File: src/rtl/crm_pkg.sv
// Package: constants and types of the core register model
package crm_pkg;

	// Register port offsets (byte addresses)
	localparam logic [7:0] CRM_OFS_CMD      = 8'h00;
	localparam logic [7:0] CRM_OFS_OPA      = 8'h04;
	localparam logic [7:0] CRM_OFS_OPB      = 8'h08;
	localparam logic [7:0] CRM_OFS_PC       = 8'h0C;
	localparam logic [7:0] CRM_OFS_SP       = 8'h10;
	localparam logic [7:0] CRM_OFS_PSW      = 8'h14;
	localparam logic [7:0] CRM_OFS_RESULT   = 8'h18;
	localparam logic [7:0] CRM_OFS_ADDR     = 8'h1C;
	localparam logic [7:0] CRM_OFS_BC       = 8'h20;
	localparam logic [7:0] CRM_OFS_DE       = 8'h24;
	localparam logic [7:0] CRM_OFS_HL       = 8'h28;
	localparam logic [7:0] CRM_OFS_VA       = 8'h2C;
	localparam logic [7:0] CRM_OFS_WACC     = 8'h30;
	localparam logic [7:0] CRM_OFS_MMAP     = 8'h34;
	localparam logic [7:0] CRM_OFS_REGION   = 8'h38;

	// Status word bit positions
	localparam int CRM_PSW_Z  = 6;
	localparam int CRM_PSW_SK = 5;
	localparam int CRM_PSW_HC = 4;
	localparam int CRM_PSW_L1 = 3;
	localparam int CRM_PSW_L0 = 2;
	localparam int CRM_PSW_CY = 0;
	localparam logic [7:0] CRM_PSW_MASK = 8'h7D;
	localparam int CRM_MM_RAE = 3;

	// Reset values
	localparam logic [15:0] CRM_PC_RST  = 16'h0000;
	localparam logic [15:0] CRM_SP_RST  = 16'h0000;
	localparam logic [7:0]  CRM_PSW_RST = 8'h00;

	// Fixed vectors and tables
	localparam logic [15:0] CRM_VEC_NMI   = 16'h0004;
	localparam logic [15:0] CRM_VEC_TMR   = 16'h0008;
	localparam logic [15:0] CRM_VEC_EXT   = 16'h0010;
	localparam logic [15:0] CRM_VEC_CNT   = 16'h0018;
	localparam logic [15:0] CRM_VEC_CNAD  = 16'h0020;
	localparam logic [15:0] CRM_VEC_SER   = 16'h0028;
	localparam logic [15:0] CRM_VEC_SOFT  = 16'h0060;
	localparam logic [15:0] CRM_TCALL_BASE = 16'h0080;
	localparam logic [15:0] CRM_FCALL_BASE = 16'h0800;
	localparam logic [10:0] CRM_FCALL_MASK = 11'h7FF;

	// Memory map limits
	localparam logic [15:0] CRM_RAM_LO = 16'hFC00;
	localparam logic [15:0] CRM_ROM_HI = 16'h7FFF;

	// Memory region codes
	localparam logic [1:0] CRM_RGN_ROM = 2'h0;
	localparam logic [1:0] CRM_RGN_EXT = 2'h1;
	localparam logic [1:0] CRM_RGN_RAM = 2'h2;

	// Command codes (CMD register bits 4:0)
	typedef enum logic [4:0] {
		CRM_OP_NOP      = 5'h00,
		CRM_OP_SWAP_ALL = 5'h01,
		CRM_OP_SWAP_HL  = 5'h02,
		CRM_OP_SWAP_ACC = 5'h03,
		CRM_OP_ADD      = 5'h04,
		CRM_OP_SUB      = 5'h05,
		CRM_OP_AND      = 5'h06,
		CRM_OP_OR       = 5'h07,
		CRM_OP_XOR      = 5'h08,
		CRM_OP_WADD     = 5'h09,
		CRM_OP_WSUB     = 5'h0A,
		CRM_OP_RLL      = 5'h0B,
		CRM_OP_RLR      = 5'h0C,
		CRM_OP_SLL      = 5'h0D,
		CRM_OP_MUL      = 5'h0E,
		CRM_OP_DIV      = 5'h0F,
		CRM_OP_ADV_PC   = 5'h10,
		CRM_OP_JUMP     = 5'h11,
		CRM_OP_PUSH     = 5'h12,
		CRM_OP_POP      = 5'h13,
		CRM_OP_INTR     = 5'h14,
		CRM_OP_INTERRUPT_RETURN     = 5'h15,
		CRM_OP_TCALL    = 5'h16,
		CRM_OP_FCALL    = 5'h17,
		CRM_OP_WORK     = 5'h18,
		CRM_OP_IND      = 5'h19,
		CRM_OP_LDI_A    = 5'h1A,
		CRM_OP_LDI_L    = 5'h1B,
		CRM_OP_SKIPTST  = 5'h1C,
		CRM_OP_STC      = 5'h1D,
		CRM_OP_CLC      = 5'h1E
	} crm_op_e;

	// Indirect modes (OPB bits 1:0)
	localparam logic [1:0] CRM_IND_INC1 = 2'h1;
	localparam logic [1:0] CRM_IND_DEC1 = 2'h2;
	localparam logic [1:0] CRM_IND_INC2 = 2'h3;
	localparam logic [15:0] CRM_STEP1 = 16'h0001;
	localparam logic [15:0] CRM_STEP2 = 16'h0002;

	// Division busy count: one cycle per quotient bit
	localparam logic [4:0] CRM_DIV_STEPS = 5'h10;

endpackage

File: src/rtl/crm_core_regs.sv
// Core register model: banks, accumulators, counters, ALU and status word
//
// Notes on behaviour
// - Main and alternate banks of six registers
// - Swap-all exchanges BC, DE, HL pairs
// - Swap-HL exchanges only the HL pair
// - Swap-accumulators exchanges VA and wide accumulator
// - Working address is vector high, immediate low
// - DE/HL indirect step +1, -1 or +2
// - Program counter advances, loads, resets zero
// - Stack pointer down on push, up on pop
// - ALU byte/word ops, rotate, multiply, divide
// - Status bit layout, bits 7,1 zero
// - Interrupt entry pushes status, return restores
// - Reset clears the status word
// - Zero flag follows result when affected
// - Half carry from bit 3
// - Carry from bit 7 or bit 15
// - Load-chain flags set on stacked loads
// - Skip flag follows the skip condition
// - Fixed interrupt vectors
// - Table call 32 entries at 0080H-00BFH
// - Fixed-area call reaches 0800H-0FFFH
// - Internal RAM at FC00H-FFFFH
// - ROM or external placement per variant
// - RAM enable bit gates internal RAM
//
// The implementer's own choices: the address map and strobed register access.
`timescale 1ns/1ps

module crm_core_regs
	import crm_pkg::*;
#(
	parameter bit HAS_ROM = 1'b1
) (
	// Clock and reset
	input  wire logic        ref_clk,
	input  wire logic        sys_rst,
	// Register port
	input  wire logic [7:0]  reg_addr,
	input  wire logic [31:0] reg_wdata,
	input  wire logic        reg_wr,
	input  wire logic        reg_rd,
	output logic      [31:0] reg_rdata,
	// Status
	output logic             core_busy,
	output logic      [15:0] mem_addr,
	output logic      [1:0]  mem_region
);

	// The whole model is one packed word: one process works out the next
	// value and one process registers it
	typedef struct packed {
		logic [15:0] bc, de, hl, bc_alt, de_alt, hl_alt;
		logic [15:0] va, va_alt;       // V high, A low
		logic [15:0] wacc, wacc_alt;
		logic [15:0] pc, sp;
		logic [7:0]  program_status_flags;
		logic [7:0]  mmap;
		logic [15:0] opa, opb;
		logic [15:0] result, addr;
		logic [1:0]  region;
		logic [15:0] stack_psw;        // Pushed operand or saved status
		logic [4:0]  div_cnt;
		logic [15:0] div_rem;
		logic [15:0] div_quo;
		logic [7:0]  div_dvs;
		logic [31:0] rdata;
		logic        busy;           // Division running, as a plain bit
	} crm_state_s;

	crm_state_s st_reg, st_next;

	// Memory region of an address under the current mapping
	// RAM is tested first: its window lies above the ROM ceiling and
	// falls back to external memory while disabled
	function automatic logic [1:0] crm_region(input logic [15:0] a,
		input logic internal_ram_enable);
		if (a >= CRM_RAM_LO && internal_ram_enable)
			return CRM_RGN_RAM;
		else if (HAS_ROM && a <= CRM_ROM_HI)
			return CRM_RGN_ROM;
		else
			return CRM_RGN_EXT;
	endfunction

	// Byte add/subtract with half carry and carry
	// The low nibble is worked apart, which gives the half carry directly
	function automatic logic [9:0] crm_add8(input logic [7:0] x,
		input logic [7:0] y, input logic sub);
		logic [4:0] lo;
		logic [8:0] full;
		lo   = sub ? ({1'b0, x[3:0]} - {1'b0, y[3:0]})
			: ({1'b0, x[3:0]} + {1'b0, y[3:0]});
		full = sub ? ({1'b0, x} - {1'b0, y}) : ({1'b0, x} + {1'b0, y});
		return {lo[4], full};
	endfunction

	// Shared arithmetic, worked every cycle whether used or not
	logic [9:0]  add8;
	logic [16:0] add16;
	logic [4:0]  cmd;
	logic [15:0] vec;
	logic [15:0] ind_ptr;
	logic [16:0] div_trial;

	// Next state of the whole model
	// Defaults hold every field; read data fall back to zero
	always_comb begin
		st_next = st_reg;
		st_next.rdata = 32'h00000000;
		// Command field; the pc step length rides in bits 10:8
		cmd = reg_wdata[4:0];
		add8 = crm_add8(st_reg.va[7:0], st_reg.opa[7:0],
			cmd == CRM_OP_SUB);
		// Word add/subtract; bit 16 is the carry out of bit 15
		add16 = (cmd == CRM_OP_WSUB)
			? ({1'b0, st_reg.wacc} - {1'b0, st_reg.opa})
			: ({1'b0, st_reg.wacc} + {1'b0, st_reg.opa});
		// Interrupt source selects a fixed vector
		vec = CRM_VEC_NMI;
		case (st_reg.opb[2:0])
			3'h1: vec = CRM_VEC_TMR;
			3'h2: vec = CRM_VEC_EXT;
			3'h3: vec = CRM_VEC_CNT;
			3'h4: vec = CRM_VEC_CNAD;
			3'h5: vec = CRM_VEC_SER;
			3'h6: vec = CRM_VEC_SOFT;
			default: vec = CRM_VEC_NMI;
		endcase
		// Pointer for indirect access: HL when OPB bit 2 is set, else DE
		ind_ptr = st_reg.opb[2] ? st_reg.hl : st_reg.de;
		// Trial subtract from the remainder shifted left, with the next
		// dividend bit brought in from the top of div_quo
		div_trial = {st_reg.div_rem, st_reg.div_quo[15]}
			- {9'h000, st_reg.div_dvs};

		// Division runs one quotient bit per cycle; restoring form keeps
		// the datapath to one subtractor at the cost of sixteen cycles
		if (st_reg.div_cnt != 5'h00) begin
			st_next.div_cnt = st_reg.div_cnt - 5'h01;
			if (!div_trial[16]) begin
				st_next.div_rem = div_trial[15:0];
				st_next.div_quo = {st_reg.div_quo[14:0], 1'b1};
			end else begin
				st_next.div_rem = {st_reg.div_rem[14:0],
					st_reg.div_quo[15]};
				st_next.div_quo = {st_reg.div_quo[14:0], 1'b0};
			end
			// Last step: quotient to the wide accumulator, remainder out
			if (st_reg.div_cnt == 5'h01) begin
				st_next.wacc = st_next.div_quo;
				st_next.result = st_next.div_rem;
			end
		end

		// Register port writes; commands are ignored while dividing
		if (reg_wr) begin
			case (reg_addr)
				CRM_OFS_OPA:  st_next.opa  = reg_wdata[15:0];
				CRM_OFS_OPB:  st_next.opb  = reg_wdata[15:0];
				CRM_OFS_PC:   st_next.pc   = reg_wdata[15:0];
				CRM_OFS_SP:   st_next.sp   = reg_wdata[15:0];
				CRM_OFS_PSW:  st_next.program_status_flags  = reg_wdata[7:0] & CRM_PSW_MASK;
				CRM_OFS_BC:   st_next.bc   = reg_wdata[15:0];
				CRM_OFS_DE:   st_next.de   = reg_wdata[15:0];
				CRM_OFS_HL:   st_next.hl   = reg_wdata[15:0];
				CRM_OFS_VA:   st_next.va   = reg_wdata[15:0];
				CRM_OFS_WACC: st_next.wacc = reg_wdata[15:0];
				CRM_OFS_MMAP: st_next.mmap = reg_wdata[7:0];
				CRM_OFS_CMD: if (st_reg.div_cnt == 5'h00) begin
					// Load-chain flags drop on every other command
					st_next.program_status_flags[CRM_PSW_L1] = 1'b0;
					st_next.program_status_flags[CRM_PSW_L0] = 1'b0;
					st_next.program_status_flags[CRM_PSW_SK] = 1'b0;
					case (cmd)
						// Swaps move whole pairs in one cycle, no memory
						CRM_OP_SWAP_ALL: begin
							st_next.bc = st_reg.bc_alt;
							st_next.bc_alt = st_reg.bc;
							st_next.de = st_reg.de_alt;
							st_next.de_alt = st_reg.de;
							st_next.hl = st_reg.hl_alt;
							st_next.hl_alt = st_reg.hl;
						end
						CRM_OP_SWAP_HL: begin
							st_next.hl = st_reg.hl_alt;
							st_next.hl_alt = st_reg.hl;
						end
						CRM_OP_SWAP_ACC: begin
							st_next.va = st_reg.va_alt;
							st_next.va_alt = st_reg.va;
							st_next.wacc = st_reg.wacc_alt;
							st_next.wacc_alt = st_reg.wacc;
						end
						// Byte arithmetic: zero, half carry and carry
						CRM_OP_ADD, CRM_OP_SUB: begin
							st_next.va[7:0] = add8[7:0];
							st_next.program_status_flags[CRM_PSW_Z]  = add8[7:0] == 8'h00;
							st_next.program_status_flags[CRM_PSW_HC] = add8[9];
							st_next.program_status_flags[CRM_PSW_CY] = add8[8];
						end
						CRM_OP_AND, CRM_OP_OR, CRM_OP_XOR: begin
							// Logic ops leave half carry and carry alone
							st_next.va[7:0] = (cmd == CRM_OP_AND)
								? (st_reg.va[7:0] & st_reg.opa[7:0])
								: (cmd == CRM_OP_OR)
								? (st_reg.va[7:0] | st_reg.opa[7:0])
								: (st_reg.va[7:0] ^ st_reg.opa[7:0]);
							st_next.program_status_flags[CRM_PSW_Z] =
								st_next.va[7:0] == 8'h00;
						end
						CRM_OP_WADD, CRM_OP_WSUB: begin
							st_next.wacc = add16[15:0];
							st_next.program_status_flags[CRM_PSW_Z]  = add16[15:0] == 16'h0000;
							st_next.program_status_flags[CRM_PSW_CY] = add16[16];
						end
						CRM_OP_RLL: begin             // Rotate through carry
							st_next.va[7:0] = {st_reg.va[6:0],
								st_reg.program_status_flags[CRM_PSW_CY]};
							st_next.program_status_flags[CRM_PSW_CY] = st_reg.va[7];
						end
						CRM_OP_RLR: begin
							st_next.va[7:0] = {st_reg.program_status_flags[CRM_PSW_CY],
								st_reg.va[7:1]};
							st_next.program_status_flags[CRM_PSW_CY] = st_reg.va[0];
						end
						// Shift left fills a zero, old bit 7 to carry
						CRM_OP_SLL: begin
							st_next.va[7:0] = {st_reg.va[6:0], 1'b0};
							st_next.program_status_flags[CRM_PSW_CY] = st_reg.va[7];
						end
						CRM_OP_MUL:
							// Widened first: product keeps 16 bits
							st_next.wacc = {8'h00, st_reg.va[7:0]}
								* {8'h00, st_reg.opa[7:0]};
						// Dividend rides in div_quo, shifted out
						CRM_OP_DIV: begin
							st_next.div_cnt = CRM_DIV_STEPS;
							st_next.div_rem = 16'h0000;
							st_next.div_quo = st_reg.wacc;
							st_next.div_dvs = st_reg.opa[7:0];
						end
						CRM_OP_ADV_PC:
							st_next.pc = st_reg.pc + {13'h0000, reg_wdata[10:8]};
						// Branch loads the counter from the operand
						CRM_OP_JUMP: st_next.pc = st_reg.opa;
						CRM_OP_PUSH: begin
							st_next.sp = st_reg.sp - CRM_STEP2;
							st_next.stack_psw = st_reg.opa;
							// One save slot: a new push overwrites it
						end
						CRM_OP_POP: begin
							st_next.sp = st_reg.sp + CRM_STEP2;
							st_next.result = st_reg.stack_psw;
						end
						CRM_OP_INTR: begin
							st_next.sp = st_reg.sp - CRM_STEP2;
							// Status before this command's flag clear
							st_next.stack_psw = {8'h00, st_reg.program_status_flags};
							st_next.pc = vec;
						end
						CRM_OP_INTERRUPT_RETURN: begin
							st_next.sp = st_reg.sp + CRM_STEP2;
							// Reserved bits stay zero whatever was saved
							st_next.program_status_flags = st_reg.stack_psw[7:0] & CRM_PSW_MASK;
						end
						CRM_OP_TCALL: begin
							st_next.sp = st_reg.sp - CRM_STEP2;
							st_next.addr = CRM_TCALL_BASE
								+ {10'h000, st_reg.opa[4:0], 1'b0};
							// Entry address also goes to mem_addr
							st_next.pc = st_next.addr;
						end
						CRM_OP_FCALL: begin
							st_next.sp = st_reg.sp - CRM_STEP2;
							// Any target in the fixed area, one step
							st_next.pc = CRM_FCALL_BASE
								| {5'h00, st_reg.opa[10:0] & CRM_FCALL_MASK};
						end
						CRM_OP_WORK:
							// Vector register picks the 256-byte page
							st_next.addr = {st_reg.va[15:8], st_reg.opa[7:0]};
						CRM_OP_IND: begin
							// Address takes the pointer before its step
							st_next.addr = ind_ptr;
							case (st_reg.opb[1:0])
								CRM_IND_INC1: ind_ptr = ind_ptr + CRM_STEP1;
								CRM_IND_DEC1: ind_ptr = ind_ptr - CRM_STEP1;
								CRM_IND_INC2: ind_ptr = ind_ptr + CRM_STEP2;
								default: ind_ptr = ind_ptr;
							endcase
							if (st_reg.opb[2])
								st_next.hl = ind_ptr;
							else
								st_next.de = ind_ptr;
						end
						CRM_OP_LDI_A: begin
							// Stackable loads set their chain flag
							st_next.va[7:0] = st_reg.opa[7:0];
							st_next.program_status_flags[CRM_PSW_L1] = 1'b1;
						end
						CRM_OP_LDI_L: begin
							st_next.hl[7:0] = st_reg.opa[7:0];
							st_next.program_status_flags[CRM_PSW_L0] = 1'b1;
						end
						CRM_OP_SKIPTST:
							// Skip when the masked bits are all zero
							st_next.program_status_flags[CRM_PSW_SK] =
								(st_reg.va[7:0] & st_reg.opa[7:0]) == 8'h00;
						CRM_OP_STC: st_next.program_status_flags[CRM_PSW_CY] = 1'b1;
						CRM_OP_CLC: st_next.program_status_flags[CRM_PSW_CY] = 1'b0;
						default: st_next.program_status_flags = st_next.program_status_flags;
					endcase
				end
				// Unmapped offsets and read-only registers ignore writes
				default: st_next.opa = st_next.opa;
			endcase
		end

		// Memory region of the last formed address
		// Worked from next values so region and address move together
		st_next.region = crm_region(st_next.addr,
			st_next.mmap[CRM_MM_RAE]);

		// Busy kept as its own bit so the output needs no decode
		st_next.busy = st_next.div_cnt != 5'h00;

		// Read data stand in the cycle after the strobe
		// and drop back to zero, so a stale word is never seen twice
		if (reg_rd) begin
			case (reg_addr)
				CRM_OFS_OPA:    st_next.rdata = {16'h0000, st_reg.opa};
				CRM_OFS_OPB:    st_next.rdata = {16'h0000, st_reg.opb};
				CRM_OFS_PC:     st_next.rdata = {16'h0000, st_reg.pc};
				CRM_OFS_SP:     st_next.rdata = {16'h0000, st_reg.sp};
				CRM_OFS_PSW:    st_next.rdata = {24'h000000,
					st_reg.program_status_flags & CRM_PSW_MASK};
				CRM_OFS_RESULT: st_next.rdata = {16'h0000, st_reg.result};
				CRM_OFS_ADDR:   st_next.rdata = {16'h0000, st_reg.addr};
				CRM_OFS_BC:     st_next.rdata = {16'h0000, st_reg.bc};
				CRM_OFS_DE:     st_next.rdata = {16'h0000, st_reg.de};
				CRM_OFS_HL:     st_next.rdata = {16'h0000, st_reg.hl};
				CRM_OFS_VA:     st_next.rdata = {16'h0000, st_reg.va};
				CRM_OFS_WACC:   st_next.rdata = {16'h0000, st_reg.wacc};
				CRM_OFS_MMAP:   st_next.rdata = {24'h000000, st_reg.mmap};
				CRM_OFS_REGION: st_next.rdata = {30'h00000000, st_reg.region};
				CRM_OFS_CMD:    st_next.rdata = {31'h00000000,
					st_reg.div_cnt != 5'h00};
				default:        st_next.rdata = 32'h00000000;
			endcase
		end
	end

	// State register; reset clears counters and status
	// Reset loads constants only; named fields repeat the cleared value
	always_ff @(posedge ref_clk or posedge sys_rst) begin
		if (sys_rst) begin
			st_reg <= '0;
			st_reg.pc  <= CRM_PC_RST;
			st_reg.sp  <= CRM_SP_RST;
			st_reg.program_status_flags <= CRM_PSW_RST;
		end else begin
			st_reg <= st_next;
		end
	end

	// Outputs straight from flip-flops; no decode reaches the pins
	assign reg_rdata  = st_reg.rdata;
	assign core_busy  = st_reg.busy;
	assign mem_addr   = st_reg.addr;
	assign mem_region = st_reg.region;

endmodule

File: config.mk
export PLATFORM = sky130hd
export DESIGN_NAME = crm_core_regs
export DESIGN_NICKNAME = d
export VERILOG_FILES = /design/src/rtl/crm_pkg.sv /design/src/rtl/crm_core_regs.sv
export SDC_FILE = /design/constraint.sdc
export NUM_CORES = 1
export LEC_CHECK = 0
export BUFFER_PORTS_ARGS = -buffer_cell sky130_fd_sc_hd__buf_2
export CAP_MARGIN = 10
export CORE_AREA = 2 2 290 292
export CTS_BUF_LIST = sky130_fd_sc_hd__clkbuf_8 sky130_fd_sc_hd__clkbuf_16
export DETAILED_ROUTE_END_ITERATION = 6
export DIE_AREA = 0 0 292 294
export GPL_TIMING_DRIVEN = 0
export PLACE_DENSITY = 0.47
export SKIP_CTS_REPAIR_TIMING = 1
export SLEW_MARGIN = 0
export SYNTH_ARGS = -nofsm -noshare
export SYNTH_HDL_FRONTEND = slang
export SYNTH_SLANG_ARGS = --single-unit
File: constraint.sdc
create_clock -name ref_clk -period 11.9 [get_ports ref_clk]
set_clock_uncertainty 0.15 [all_clocks]
set_input_delay 1.19 -clock ref_clk [delete_from_list [all_inputs] [get_ports ref_clk]]
set_output_delay 1.19 -clock ref_clk [all_outputs]
set_load 0.01 [all_outputs]
==> metrics list <==
- Final hold analysis gives a worst-case slack of between 300 and 400 ps.
- Including well taps, the total number of placed cells is between 3000 and 4000.
* Setup WS pre-CTS: slightly above 5000 ps
- Highest net fanout along the worst path: 10
- Summed over all layers, the global routing overflow is 0.
- The tool flagged a number of max-cap violations equal to 0.
- Compared with the post-synthesis result, the final layout area differs by 13.4%.
- Actual transition at the worst max-transition pin: 1340 ps
- Dominant synthesized flop cell: dfrtp_1
- The register with the most flip-flops in the layout has around 320 of them.
- Clk pin slew, worst setup/hold paths: 60 ps
- Largest net degree at the start of global routing: around 120
* Overall via count from detail_route: 23000
- Input and output buffers added on the ports amount to slightly above 60.
- Setup repair after global routing left no endpoint under its margin.
- Wire length of the first global-routing pass: 162 mm
* Final setup violating endpoints: 0
- Sequential cells were found to cover between 30% and 40% of the synthesized design area.
* Worst flop-to-flop path endpoint: st_reg[234]$_DFF_PP0_
- Clock buffer count from CTS: 44
* Antenna violations before repair: 6
* Min-delay worst type: flop to flop
- Number of warning messages in the yosys log: 0
- Worst EP required: between 10000 and 15000 ps
- The number of pins with negative max-slew slack in the final report came to 0.
* TritonCTS clock tree: done
- A synthesized cell averages 9.08 um2.
- For this block, the routed nets add up to roughly 110 mm of wire.
- Critical Path End Type: flop
- After floorplanning, the core was sized to cover approximately 0.083 mm2.
- In this run the cell area of the synthesized design comes to ~0.025 mm2.
- Instance count of the mapped netlist: 2710
* Relative slew slack: approximately 11%
- Die outline height: around 300 um
* Pwr dens: approximately 160 mW/mm2
- Share of the cycle needed by the critical path after routing: about three fifths
* Type of the worst setup path: flop to flop
- Startpoint of the most critical hold path: st_reg[90]$_DFFE_PP0P_
- Total negative setup slack: 0 ps
- Measured along the x axis, the die boundary spans 292 um.
- Across all register-to-register paths, the minimum setup slack is slightly below 5000 ps.
- Cells with a size suffix above 1 make up roughly 14% of the layout.
- Sinks on the clock net: 350
- Row generation in the floorplan step produced about 110 rows.
- Hold violation count in the final report: 0
* Number of nets in the final layout: between 3000 and 4000
* Max clock buf depth: 3
- The run finished with clean final reports.
- Dividing the detail-routed wire length by the instance count gives 28.3 um.
* Leading cell types by total area after synthesis: dfrtp_1 36%, mux2_2 6.9%, ha_1 6.2%, nor2_1 4.1%, a21oi_1 3.6%
* Number of DRC violations after detailed routing: 0
- Psw: about 1.7 mW
- Across all setup checks in the final design, the least slack found is a little under 5000 ps.
- In this run, synthesis produced a sequential element count of 350.
- Power comes to 4.36 mW.
- Critical path's slowest cell: clkbuf_1
- Crit path arrival time: slightly above 7000 ps
* Share of flip-flops with an asynchronous set or reset: 100%
- Hold path endpoint: st_reg[90]$_DFFE_PP0P_
- The internal portion of the total power is 2.65 mW.
- I/O pin count: 95
* Count of flip-flops with a built-in enable after synthesis: 0
- dfrtp_1 takes more of the synthesized area than any other cell.
- After the flow finishes, the layout carries non-filler instances totaling around 4000.
* Clock period minus final worst setup slack: 6950 ps
* Starting density of the core: slightly below 30%
- Combinational Power Share: between 30% and 40%
- Filler instances: 8500
- For this run, the detailed router's first-pass iteration total came to 6.
- Count of cells along the worst register-to-register path: 17
- # diodes: 0
- In this run, the number of DRC markers left after iteration 0 of detailed routing was 2730.
- Ordered list of cells on the worst path: clkbuf_1, inv_1, nor2_1, fa_1, fa_1, fa_1, inv_1, fa_1, inv_1, ha_1, o21ai_0, inv_1, a211oi_1, nor2_1, xnor2_1, o21ai_0, a221o_1
- Sequential fraction of design power: 37.2%
- After synthesis, the largest area contributor takes up 35.6% of total cell area.
- Total global-route track usage: roughly a quarter
- The tree is rooted in a clkbuf_16.
* Via density per instance: ~5.8
- Clock network latency to the later pin of the worst-skew pair: ~600 ps
- Number of levels the H-tree was split into: 2
- The worst register-to-register path begins at st_reg[146]$_DFFE_PP0P_.
- Net switching is between 30% and 40% of the power.
* Hpwl dp: between 80 and 90 mm
- Peak supply drop: approximately 0.00012 V
- Per report_power, the clock group accounts for 31.4% of the total.
- The detail route stage leaves a number of antenna-violating nets equal to 0.
* Peak clock frequency supported by timing: ~0.14 GHz
* Hold path depth: 2
- The analysis attributes to cell leakage a power of about 12 nW.
- Via count of the first global-routing pass: between 20000 and 25000
- Longest individual stage delay on the worst path: around 1000 ps
* Critical path startpoint category: flop
- Number of distinct standard cells referenced by the synthesized netlist: about 80
- The congestion estimate from routability-driven global placement came to about 0.98.
- The floorplan step defined a die boundary enclosing 0.0858 mm2.
power groups by stage:
stage | Clock, mW | Sequential (mW) | Combinational (mW)
2_1_floorplan | 0 | 1.47 | 0.984
3_3_place_gp | 0 | 1.63 | 1.32
3_5_place_dp | 0 | 1.63 | 1.35
4_1_cts | 1.39 | 1.61 | 1.35
5_1_grt | 1.44 | 1.63 | 1.51
6_report | 1.37 | 1.62 | 1.37
cells by family (layout without fill, tap and decap cells):
| family | Yosys count | count (layout) | synth area share [%] |
|---|---|---|---|
| multiplexers | 207 | 207 | 9.19 |
| flip-flops | 350 | 350 | 35.6 |
| adder cells (fa/ha/maj) | 164 | 164 | 9.62 |
| buffers and inverters | 331 | 476 | 6.13 |
| XOR/XNOR | 88 | 88 | 3.13 |
| AND/OR/NAND/NOR | 753 | 753 | 14.3 |
| AO/OA/AOI/OAI | 816 | 816 | 22.0 |
| other | 1 | 16 | 0.0152 |
metrics by stage:
step | cell area, um2 | util, %
CTS | 27900 | 33.7
finish | 27900 | 33.7
detailed placement | 26500 | 31.9
floorplan | 24700 | -
global placement | 26300 | 31.7
global route | 27900 | 33.7
worst max path at each step:
stage               slack [ps]  depth (start not counted)                      end                     from
finish                    4950                         17    st_reg[234]$_DFF_PP0_  st_reg[146]$_DFFE_PP0P_
floorplan                  850                          1      core_busy$_DFF_PP0_                  sys_rst
global placement         -3790                          2  st_reg[213]$_DFFE_PP0P_                  sys_rst
global route              4730                         17    st_reg[234]$_DFF_PP0_  st_reg[146]$_DFFE_PP0P_
CTS                       5040                         17    st_reg[234]$_DFF_PP0_  st_reg[146]$_DFFE_PP0P_
detailed placement        5050                         17    st_reg[234]$_DFF_PP0_  st_reg[146]$_DFFE_PP0P_
placed cells by master (no fill, tap or decap), types with 58 or more instances in the layout:
cell,n
a22oi_1,80
clkbuf_1,109
ha_1,122
buf_4,58
inv_1,126
buf_2,91
nand2_1,228
dfrtp_1,350
mux2_2,150
nor2_1,267
a21oi_1,179
o21ai_0,165
final cells by class:
class                   count  area, um2  area share [%]
clock buffers              51       1210            4.33
inverters                 124        473            1.70
plain buffers             207       1040            3.74
repair buffers             68        445            1.60
clock inverters            26        233           0.834
flip-flops and latches    350       8760            31.4
well taps                1080       1350            4.84
multi-input cells        2044      14400            51.6
synthesized netlist by cell type, types with 7 or more instances:
library cell / n
buf_1: 9
a221oi_1: 32
nor3_1: 38
nand3_1: 43
fa_1: 42
nor2b_1: 17
o211ai_1: 42
and4_1: 13
a21oi_1: 179
a22o_1: 16
or3_1: 13
o22ai_1: 9
or2_2: 8
a31oi_1: 57
o21a_1: 26
ha_1: 122
xnor2_1: 53
inv_1: 115
buf_4: 57
nor4_1: 8
nand2b_1: 12
clkbuf_1: 109
nand2_1: 228
a211oi_1: 42
clkinv_1: 8
buf_2: 30
o221ai_1: 15
o21bai_1: 13
a222oi_1: 26
and2_1: 11
nor2_1: 267
nand4_1: 16
xor2_1: 35
dfrtp_1: 350
and3_1: 26
a22oi_1: 80
a221o_1: 11
nand3b_1: 11
o31a_1: 7
o21ai_0: 165
o31ai_1: 13
mux2i_1: 57
mux2_2: 150
a21o_1: 37
layer usage:
metal | up-vias | wire length [um] | track usage, %
met2 | 1047 | 49600 | 40.4
li1 | 10100 | - | -
met1 | 11600 | 47000 | 33.6
met4 | 4 | 6660 | 13.5
met3 | 279 | 8480 | 4.77
met5 | - | 23 | 0
worst max-delay path, delay by kind of cell, from the launching register on:
kind | cells | cell delay [ps]
buf+inv | 5 | 1640
xor+xnor | 1 | 360
compound gates | 4 | 1120
flops | 1 | 820
simple gates | 2 | 370
fa+ha+maj | 5 | 2340
No activity file was read; power rests on OpenSTA's default activity.
